### config.mk
export PLATFORM = sky130hd
export DESIGN_NAME = pft_channel_frame_tracker
export DESIGN_NICKNAME = d
export VERILOG_FILES = /design/src/hdl/pft_pkg.sv /design/src/hdl/pft_channel_frame_tracker.sv
export SDC_FILE = /design/constraint.sdc
export NUM_CORES = 1
export LEC_CHECK = 0
export ABC_AREA = 1
export BUFFER_PORTS_ARGS = -buffer_cell sky130_fd_sc_hd__buf_2
export CAP_MARGIN = 0
export CORE_MARGIN = 3
export CORE_UTILIZATION = 30
export DETAILED_ROUTE_END_ITERATION = 6
export MAX_ROUTING_LAYER = met4
export RECOVER_POWER = 50
export SETUP_SLACK_MARGIN = 0.4
export SLEW_MARGIN = 20
export SYNTH_ARGS = -nofsm -noshare
export SYNTH_HDL_FRONTEND = slang
export SYNTH_SLANG_ARGS = --single-unit
### constraint.sdc
create_clock -name core_clk_i -period 3.6 [get_ports core_clk_i]
set_clock_uncertainty 0.2 [all_clocks]
set_input_delay 0.18 -clock core_clk_i [delete_from_list [all_inputs] [get_ports core_clk_i]]
set_output_delay 0.18 -clock core_clk_i [all_outputs]
set_load 0.02 [all_outputs]
### src/hdl/pft_pkg.sv
// pft_pkg: constants, modes and record types for the channel/frame tracker.
// assumes one 25 MHz core clock; all encoder sync inputs are synchronous to it.
package pft_pkg;
	// sequence geometry
	localparam int unsigned CHAN_W       = 5;                 // 32 channels per frame
	localparam int unsigned FRAME_W      = 4;                 // 16 frames per sequence
	localparam int unsigned NIB_W        = 4;                 // 16 tones, four bits each
	localparam int unsigned MAX_CHANS    = 6;                 // channels per data word
	localparam int unsigned CNT_W        = 3;
	localparam int unsigned WORD_W       = NIB_W * MAX_CHANS; // 24-bit data word
	localparam logic [CHAN_W-1:0]  LAST_CHAN  = 5'h1F;
	localparam logic [FRAME_W-1:0] LAST_FRAME = 4'hF;
	localparam logic [CNT_W-1:0]   CNT_MAX    = 3'h6;
	localparam logic [CNT_W-1:0]   CNT_PAIR   = 3'h2;
	localparam logic [CNT_W-1:0]   CNT_ONE    = 3'h1;
	localparam logic [CNT_W-1:0]   CNT_ZERO   = 3'h0;

	// timing: nominal channel period, slowest supported division, core clock
	localparam longint CHAN_PERIOD_NS = 10_000_000;           // 10 ms at 100 cps
	localparam longint SLOWEST_DIV    = 32;                   // 100/32 cps
	localparam longint CLK_PERIOD_NS  = 40;
	localparam int unsigned LOST_CYCLES_DEF =
		int'(CHAN_PERIOD_NS * SLOWEST_DIV / CLK_PERIOD_NS);

	localparam int unsigned FIFO_DEPTH = 16;

	// processing modes
	typedef enum logic [1:0] {
		PFT_MODE_MANUAL = 2'b00,
		PFT_MODE_AUTO   = 2'b01,
		PFT_MODE_ALL    = 2'b10
	} pft_mode_t;

	// one assembled datum with its location in the sequence
	typedef struct packed {
		logic [FRAME_W-1:0] frame;
		logic [CHAN_W-1:0]  first_chan;
		logic [CNT_W-1:0]   count;
		logic [WORD_W-1:0]  data;
	} pft_word_t;

	localparam int unsigned REC_W = $bits(pft_word_t);
endpackage : pft_pkg

### src/hdl/pft_channel_frame_tracker.sv
// pft_channel_frame_tracker: channel/frame position tracking, nibble assembly,
// and a 16-word output FIFO for located data words.
// assumes tone level, sync-tone flag and sync strobes arrive synchronous to core_clk_i,
// with the recognised level held stable until the channel rate edge that ends it.
`timescale 1ns/10ps

////////////////////////////////////////////////////////////////////////////////////////////////////
// generic synchronous FIFO, valid/ready on both sides
module pft_fifo #(
	parameter int unsigned WIDTH = 8,
	parameter int unsigned DEPTH = 16
) (
	input  wire logic             core_clk_i,
	input  wire logic             rst_n_i,
	input  wire logic             in_valid_i,
	output logic                  in_ready_o,
	input  wire logic [WIDTH-1:0] in_data_i,
	output logic                  out_valid_o,
	input  wire logic             out_ready_i,
	output logic      [WIDTH-1:0] out_data_o
);
	localparam int unsigned AW = $clog2(DEPTH);
	logic [WIDTH-1:0] mem_q [DEPTH];
	logic [AW-1:0]    wr_q, rd_q;
	logic [AW:0]      fill_q;
	wire              push = in_valid_i && in_ready_o;
	wire              pop  = out_valid_o && out_ready_i;

	// honest flags straight from the fill count
	assign in_ready_o  = (fill_q != (AW+1)'(DEPTH));
	assign out_valid_o = (fill_q != '0);
	assign out_data_o  = mem_q[rd_q];

	// storage has no reset; only pointers and fill count carry state
	always_ff @(posedge core_clk_i) begin
		if (push) mem_q[wr_q] <= in_data_i;
	end

	// pointer and fill bookkeeping
	always_ff @(posedge core_clk_i or negedge rst_n_i) begin
		if (!rst_n_i) begin
			wr_q   <= '0;
			rd_q   <= '0;
			fill_q <= '0;
		end else begin
			if (push) wr_q <= AW'(wr_q + 1'b1);
			if (pop)  rd_q <= AW'(rd_q + 1'b1);
			fill_q <= (AW+1)'(fill_q + {{AW{1'b0}}, push} - {{AW{1'b0}}, pop});
		end
	end
endmodule : pft_fifo

////////////////////////////////////////////////////////////////////////////////////////////////////
// top: position tracker and word assembler
module pft_channel_frame_tracker #(
	parameter int unsigned LOST_CYCLES = pft_pkg::LOST_CYCLES_DEF
) (
	input  wire logic                          core_clk_i,
	input  wire logic                          rst_n_i,
	input  wire logic                          chan_rate_i,
	input  wire logic                          seq_rate_i,
	input  wire logic                          auto_proc_i,
	input  wire logic [pft_pkg::NIB_W-1:0]     tone_level_i,
	input  wire logic                          sync_tone_i,
	input  wire pft_pkg::pft_mode_t            mode_i,
	input  wire logic                          complement_i,
	input  wire logic [pft_pkg::CHAN_W-1:0]    man_first_i,
	input  wire logic [pft_pkg::CNT_W-1:0]     man_count_i,
	input  wire logic [pft_pkg::FRAME_W-1:0]   man_frame_i,
	output logic      [pft_pkg::CHAN_W-1:0]    chan_o,
	output logic      [pft_pkg::FRAME_W-1:0]   frame_o,
	output logic                               sync_seen_o,
	output logic                               chan_lost_o,
	output logic                               overflow_o,
	output logic                               word_valid_o,
	input  wire logic                          word_ready_i,
	output pft_pkg::pft_word_t                 word_o
);
	import pft_pkg::*;

	logic                chan_d1_q, seq_d1_q;
	logic [CHAN_W-1:0]   ch_q;
	logic [FRAME_W-1:0]  fr_q;
	logic [CNT_W-1:0]    cnt_q;
	logic [WORD_W-1:0]   acc_q;
	logic [CHAN_W-1:0]   first_ch_q;
	logic [FRAME_W-1:0]  first_fr_q;
	pft_word_t           rec_q;
	logic                push_q, sync_q, ovf_q, lost_q;
	logic [31:0]         idle_q;
	logic                fifo_ready;

	////////////////////////////////////////////////////////////////////////////////////////////
	// strobe edges: only the rising edge of each sync line counts
	wire chan_edge = chan_rate_i && !chan_d1_q;
	wire seq_edge  = seq_rate_i && !seq_d1_q;
	wire tick      = chan_edge && !seq_edge;      // marker wins a tie

	// level to nibble, optionally complemented
	wire [NIB_W-1:0] nib = complement_i ? ~tone_level_i : tone_level_i;

	// channel selection per mode
	wire [CHAN_W-1:0] man_off  = CHAN_W'(ch_q - man_first_i);
	wire              man_sel  = (man_off < CHAN_W'(man_count_i)) && (fr_q == man_frame_i);
	wire              all_sel  = (cnt_q != CNT_ZERO) || !ch_q[0];
	wire              mode_sel = (mode_i == PFT_MODE_AUTO) ? auto_proc_i :
	                             (mode_i == PFT_MODE_ALL)  ? all_sel : man_sel;
	wire              take     = mode_sel && !sync_tone_i;
	wire [CNT_W-1:0]  limit    = (mode_i == PFT_MODE_ALL)    ? CNT_PAIR :
	                             (mode_i == PFT_MODE_MANUAL) ? man_count_i : CNT_MAX;

	// assembly: earliest nibble ends up highest, msb first
	wire [WORD_W-1:0] acc_base = (cnt_q == CNT_ZERO) ? '0 : acc_q;
	wire [WORD_W-1:0] acc_new  = {acc_base[WORD_W-NIB_W-1:0], nib};
	wire [CNT_W-1:0]  cnt_new  = CNT_W'(cnt_q + CNT_ONE);
	wire              full_now = take && (cnt_new >= limit || cnt_new == CNT_MAX);
	wire              emit     = tick && (full_now || (!take && cnt_q != CNT_ZERO));
	wire              fresh    = (cnt_q == CNT_ZERO);

	// record of the closing word with its location
	pft_word_t rec_d;
	assign rec_d.frame      = fresh ? fr_q : first_fr_q;
	assign rec_d.first_chan = fresh ? ch_q : first_ch_q;
	assign rec_d.count      = take ? cnt_new : cnt_q;
	assign rec_d.data       = take ? acc_new : acc_q;

	////////////////////////////////////////////////////////////////////////////////////////////
	// position counters
	always_ff @(posedge core_clk_i or negedge rst_n_i) begin
		if (!rst_n_i) begin
			chan_d1_q <= 1'b0;
			seq_d1_q  <= 1'b0;
			ch_q      <= '0;
			fr_q      <= '0;
		end else begin
			chan_d1_q <= chan_rate_i;
			seq_d1_q  <= seq_rate_i;
			if (seq_edge) begin
				ch_q <= '0;
				fr_q <= '0;
			end else if (tick) begin
				ch_q <= CHAN_W'(ch_q + 1'b1);
				if (ch_q == LAST_CHAN) fr_q <= FRAME_W'(fr_q + 1'b1);
			end
		end
	end

	// accumulator; a partial word is dropped at the marker since it straddles sequences
	always_ff @(posedge core_clk_i or negedge rst_n_i) begin
		if (!rst_n_i) begin
			cnt_q      <= CNT_ZERO;
			acc_q      <= '0;
			first_ch_q <= '0;
			first_fr_q <= '0;
		end else if (seq_edge) begin
			cnt_q <= CNT_ZERO;
		end else if (tick) begin
			cnt_q <= (emit || !take) ? CNT_ZERO : cnt_new;
			if (take) acc_q <= acc_new;
			if (take && fresh) begin
				first_ch_q <= ch_q;
				first_fr_q <= fr_q;
			end
		end
	end

	// output record, status flags and channel-rate watchdog
	always_ff @(posedge core_clk_i or negedge rst_n_i) begin
		if (!rst_n_i) begin
			rec_q  <= '0;
			push_q <= 1'b0;
			sync_q <= 1'b0;
			ovf_q  <= 1'b0;
			idle_q <= '0;
			lost_q <= 1'b0;
		end else begin
			push_q <= emit;
			if (emit) rec_q <= rec_d;
			sync_q <= tick && sync_tone_i;
			if (push_q && !fifo_ready) ovf_q <= 1'b1;  // sticky: words lost while full
			// slowest rate is 1/32 of nominal, so silence beyond that means no encoder
			if (chan_edge) idle_q <= '0;
			else if (idle_q != LOST_CYCLES) idle_q <= idle_q + 32'h1;
			lost_q <= !chan_edge && (idle_q == LOST_CYCLES);
		end
	end

	assign chan_o      = ch_q;
	assign frame_o     = fr_q;
	assign sync_seen_o = sync_q;
	assign overflow_o  = ovf_q;
	assign chan_lost_o = lost_q;

	////////////////////////////////////////////////////////////////////////////////////////////
	// output buffer; a slow consumer back-pressures into the overflow flag
	pft_fifo #(
		.WIDTH (REC_W),
		.DEPTH (FIFO_DEPTH)
	) u_fifo (
		.core_clk_i  (core_clk_i),
		.rst_n_i     (rst_n_i),
		.in_valid_i  (push_q),
		.in_ready_o  (fifo_ready),
		.in_data_i   (rec_q),
		.out_valid_o (word_valid_o),
		.out_ready_i (word_ready_i),
		.out_data_o  (word_o)
	);
endmodule : pft_channel_frame_tracker

======== Yosys cells after proc, flatten, opt, wreduce, memory -nomap -nowiden ========
Memory sizes are Yosys's and may differ from the RTL's.
Index checks and enable logic that the tools add are counted.
W data, S select, Z words.
storage, ports and cells
  register bits after elaboration ......... 132
  memory bits (writable) .................. 576
  input bits .............................. 26
  output and inout bits ................... 49
  word-level logic and storage cells ...... 100
  memories ................................ 1
memories
  memory        depth  width  read ports  clocked after memory_dff  wr ports  line                             text
  u_fifo.mem_q  16     36     1           0                         1         pft_channel_frame_tracker.sv:23  logic [WIDTH-1:0] mem_q [DEPTH];
operators by class
  add/subtract/negate cells ............... 9
  order comparisons ....................... 2
  equal/unequal tests ..................... 8
  multiplexer cells ....................... 22
  bitwise gates (word level) .............. 2
  reductions and logical operators ........ 36
operator list
  operator                 count
  $mux W32                 2
  $add A32 B1 Y32 const B  1
  $eq A32 B23 Y1 const B   1
  $ne A32 B23 Y1 const B   1
  $mux W24                 1
  $mux W20                 1
  $mux W4                  5
  $mux W3                  6
  $mux W5                  3
  $logic_and A1 B1 Y1      14
  $add A4 B1 Y4 const B    3
  $logic_not A1 Y1         8
  $reduce_bool A2 Y1       3
  $add A5 B1 Y5            1
  $add A5 B1 Y5 const B    1
  $eq A5 B5 Y1 const B     1
  $lt A5 B3 Y1             1
  $ne A5 B5 Y1 const B     1
  $reduce_bool A5 Y1       1
  $sub A5 B1 Y5            1
  $sub A5 B5 Y5            1
  $eq A4 B4 Y1             1
  $logic_or A1 B1 Y1       4
  $mux W1                  4
  12 further kinds         13

======== Longest topological paths before layout ========
  depth after elaboration ................. 14
  gate-level depth with buffers ........... 20
  mapped depth without buffers ............ 18

======== By module ========
A second synthesis with hierarchy kept.
unflattened totals
  cell total of the unflattened synthesis .. 3145
  area, all modules ....................... 31038.5 um^2
modules (own cells, without submodules)
  module                     instances  cells an instance  area each (um^2)  seq. area each (um^2)
  pft_fifo                   1          2343               24793.8           17621.9
  pft_channel_frame_tracker  1          802                6244.7            2977.9

======== Least setup slack after synthesis ========
No wires, ideal clock.
  path kind ............................... register to register
  start point ............................. register u_fifo.fill_q[2]
  end point ............................... memory u_fifo.mem_q[11][0] (netlist name), enable pin
  arrival ................................. 2.536 ns
  path slack .............................. 0.435 ns
  cell stages (with the launch flop) ...... 8
  path buffers ............................ 0
  cell sequence ........................... dfrtp_1 inv_1 ha_1 nand4_1 nand2_1 clkinv_1 nand2_1 nor2_1
between the ends
  word-level cells in the longest chain between the ends .. 4
ends and longest elaborated chain
  item                           line                             text
  start, declared                pft_channel_frame_tracker.sv:25  logic [AW:0] fill_q;
  start signal, assigned         pft_channel_frame_tracker.sv:48  fill_q <= (AW+1)'(fill_q + {{AW{1'b0}}, push} - {{AW{1'b0}}, pop});
  $ne A5 B5 Y1                   pft_channel_frame_tracker.sv:30  assign in_ready_o = (fill_q != (AW+1)'(DEPTH));
  $logic_and A1 B1 Y1            pft_channel_frame_tracker.sv:26  wire push = in_valid_i && in_ready_o;
  via u_fifo.push                pft_channel_frame_tracker.sv:26
  $mux W1                        pft_channel_frame_tracker.sv:36  if (push) mem_q[wr_q] <= in_data_i;
  $mux W1 (implied by the code)  pft_channel_frame_tracker.sv:36
  end, declared                  pft_channel_frame_tracker.sv:23
The timed path passes the listed nets, and every way through them passes these cells.

======== Worst setup path after layout ========
  start point ............................. register u_fifo.fill_q[2]
  end point ............................... register u_fifo.fill_q[4]
RTL lines
  item                 line                             text
  $reduce_bool A5 Y1   pft_channel_frame_tracker.sv:31  assign out_valid_o = (fill_q != '0);
  $logic_and A1 B1 Y1  pft_channel_frame_tracker.sv:27  wire pop = out_valid_o && out_ready_i;
  via u_fifo.pop       pft_channel_frame_tracker.sv:27
  $sub A5 B1 Y5        pft_channel_frame_tracker.sv:48
The timed path passes the listed nets, and every way through them passes these cells.
A chain may end at the register's enable or synchronous reset.

==> impl_metrics.yaml <==
worst_setup_path:
  crit_type: "flop to flop"
  path_depth: 13
  crit_chain: "inv_1 > ha_1 > nand4_1 > nand2_1 > inv_1 > ha_1 > inv_1 > ha_1 > inv_1 > fa_1 > o21ai_0 > a21oi_1 > xor2_1"
  r2r_setup_slack_ns: 0.57
  crit_top_cell: "inv_1"
  crit_path_top_delay_cell: "fa_1"
  end_kind: "flop"
  max_stage_delay_ns: 0.43
  crit_path_end: "u_fifo.fill_q[4]"
  crit_family: "adder cells"
  rr_worst_depth: 13
  worst_ep_arrival_time_ns: 3.31
  cp_num_buf_inv: 4
  startpoint_type: "flop"
  crit_path_start: "u_fifo.fill_q[2]"
  r2r-end: "u_fifo.fill_q[4]"
  crit_fanout: 4
  critical_path_required_ns: 3.88
  timing.rr.start: "u_fifo.fill_q[2]"
sta:
  relSlewSlack_pct: -52.89
  tightest_slew_ns: 2.293
  whs_ns: 0.1278
  fin_crit_sh_pct: 84.14
  drv_slew: 87
  fmax_mhz: 330.2
  finalSetupViolations: 0
  grt_setup_unrepaired: "false"
  min_period_ns: 3.029
  hold_viol_final: 0
  fin_tns_setup_ns: 0
clocking:
  cts_root_buf: "clkbuf_16"
  cts.path.max_buffers: 3
  clkLatencyLatePin_ns: 0.63
  clock-sinks: 708
  htreeDepth: 3
  cts_buffers: 72
  path_clk_slew_ns: 0.06
  cts_tree: "built"
placement:
  globalplace.congestion: 0.8170
  port_buffers: 74
  post-dp-hpwl_um: 40670
die:
  rows: 114
  die-area_um2: 101800
  fp.dieW_um: 319.1
  core_area_um2: 96990
  fp.dieH_um: 319.1
  initial_core_util_pct: 30.31
  ios: 75
min_path:
  min_path_type: "primary input to flop"
detailed_routing:
  wl_per_cell_um: 19.84
  wl_um: 74590
  drc: 0
  firstDrtPassIters: 5
  postRouteAntennaNets: 0
  num_vias: 18870
  drt_iter0_drc: 1829
  vias_per_cell: 5.021
yosys:
  netlist_area_um2: 29400
  synth_cell_types: 43
  async_flop_share_pct: 18.64
  syn_nets: 2394
  synth_cells: 2338
  synth.avg_cell_area_um2: 12.58
  synth-warning-count: 0
  ys_ff_latch: 708
  yosysSeqAreaShare_pct: 70.07
  synth-main-ff-cell: "edfxtp_1"
  synth-edff-count: 576
grt:
  grt_pass1_wl_um: 112100
  grt_pass1_vias: 18220
  grt_max_degree: 125
  grt_overflow: 0
  track_usage_pct: 14.63
  antenna_found_initial: 5
power:
  p_leak_nw: 12.37
  power_mw: 25.91
  peakVddDrop_mv: 0.5450
  p_per_area_nw_per_um2: 756.7
final_layout:
  post_route_cells_drive_above_1_share_pct: 10.55
  fin_nets: 2481
  final_common_cell: "edfxtp_1"
  final_cell_mix: "576 x edfxtp_1, 283 x nand2_1, 277 x nor2_1"
  area_growth_syn_to_layout_pct: 16.47
  n_antenna_cell: 0
  fill_cells: 9452
status:
  violations: "capacitance limit, slew limit"
  outcome: "finished with violations"
flow_run:
  maxCapViolations: 1
## final cells by class
cell class,instances,area [um2],area share [%]
Tap cell,1276,1597,4.663
Sequential cell,708,20610,60.20
Clock inverter,37,289.0,0.8441
Inverter,128,493.0,1.440
Multi-Input combinational cell,1365,7899,23.07
Clock buffer,95,1928,5.631
Timing Repair Buffer,150,1424,4.158
## worst register-to-register path, stage by stage (launching register included)
cell	delay, ns
dfrtp_1	0.39
inv_1	0.09
ha_1	0.17
nand4_1	0.25
nand2_1	0.24
inv_1	0.12
ha_1	0.30
inv_1	0.06
ha_1	0.17
inv_1	0.06
fa_1	0.43
o21ai_0	0.20
a21oi_1	0.10
xor2_1	0.14
## per-stage QoR
step	std cells	utilization [%]	setup slack, ns	instance area, um2
global placement	3605	32.65	0.3057	31670
floorplan	2338	-	0.4345	29400
CTS	3754	35.14	0.4267	34080
global route	3759	35.30	0.3555	34240
finish	3759	35.30	0.5711	34240
detailed placement	3605	32.65	0.2288	31670
## worst min path at each step
stage | cells past startpoint | slack (ns) | end | start
2_1_floorplan | 0 | -0.32 | acc_q[0] | rst_n_i
3_3_place_gp | 1 | 0.10 | seq_d1_q | seq_rate_i
3_5_place_dp | 1 | 0.10 | seq_d1_q | seq_rate_i
4_1_cts | 2 | 0.002 | chan_o[0] | rst_n_i
5_1_grt | 4 | 0.14 | sync_seen_o | sync_tone_i
6_report | 4 | 0.13 | sync_seen_o | sync_tone_i
## synthesized netlist by cell type, types with 8 or more instances
library cell  number  area [um2]
o211ai_1          21       157.7
nor3_1            33       165.2
o32ai_1           21       183.9
nor2_1           292        1096
o21ai_0          197       986.0
buf_2             30       150.1
inv_1            121       454.2
mux2i_1          114        1141
nand2_1          284        1066
nand3_1          115       575.6
nand4_1           22       137.6
nor4_1            16       100.1
o22ai_1           26       162.7
xor2_1            18       157.7
edfxtp_1         576       17300
o221ai_1         114       998.5
dfrtp_1          132        3303
clkbuf_1          94       352.8
a21oi_1           25       125.1
ha_1              28       350.3
buf_1              8       30.03
## layer usage
| metal | vias up | global-route usage, % | share of wire [%] |
|---|---|---|---|
| li1 | 8737 | - | - |
| met1 | 9481 | 20.04 | 46 |
| met2 | 532 | 22.43 | 45 |
| met3 | 123 | 2.646 | 6.3 |
| met4 | 0 | 3.984 | 2.3 |
| met5 | - | - | 0 |
## timing repair
action                                  4_1_cts  5_1_grt
hold endpoints to repair                    164        0
hold buffers                                 16        0
endpoints found under the setup margin       60       81
pin swaps                                     0        1
gates cloned                                  0        2
resized for setup                             3       19
setup buffers                                 1        3
## state kept, by name, summed over array words and instances (netlist names)
register       flops
u_fifo.mem_q     576
rec_q             36
idle_q            32
acc_q             24
chan_o             5
first_ch_q         5
u_fifo.fill_q      5
first_fr_q         4
frame_o            4
u_fifo.rd_q        4
u_fifo.wr_q        4
cnt_q              3
chan_d1_q          1
chan_lost_o        1
overflow_o         1
push_q             1
seq_d1_q           1
sync_seen_o        1
## report_power, final
part           leakage, nW  switching, mW  internal [mW]
Sequential            7.00           1.17           10.0
Combinational         4.29           5.07           2.54
Clock                 1.08           3.20           3.89
## kinds of logic (layout without fill, tap and decap cells)
kind of cell	count (synthesis)	in the layout	share of synthesized area (%)
simple gates	781	781	11.21
flops	708	708	70.07
compound gates	418	418	9.243
buf+inv	265	410	3.613
mux	114	114	3.881
fa+ha+maj	30	30	1.328
xor+xnor	22	22	0.6554
No activity file was read; power rests on OpenSTA's default activity.
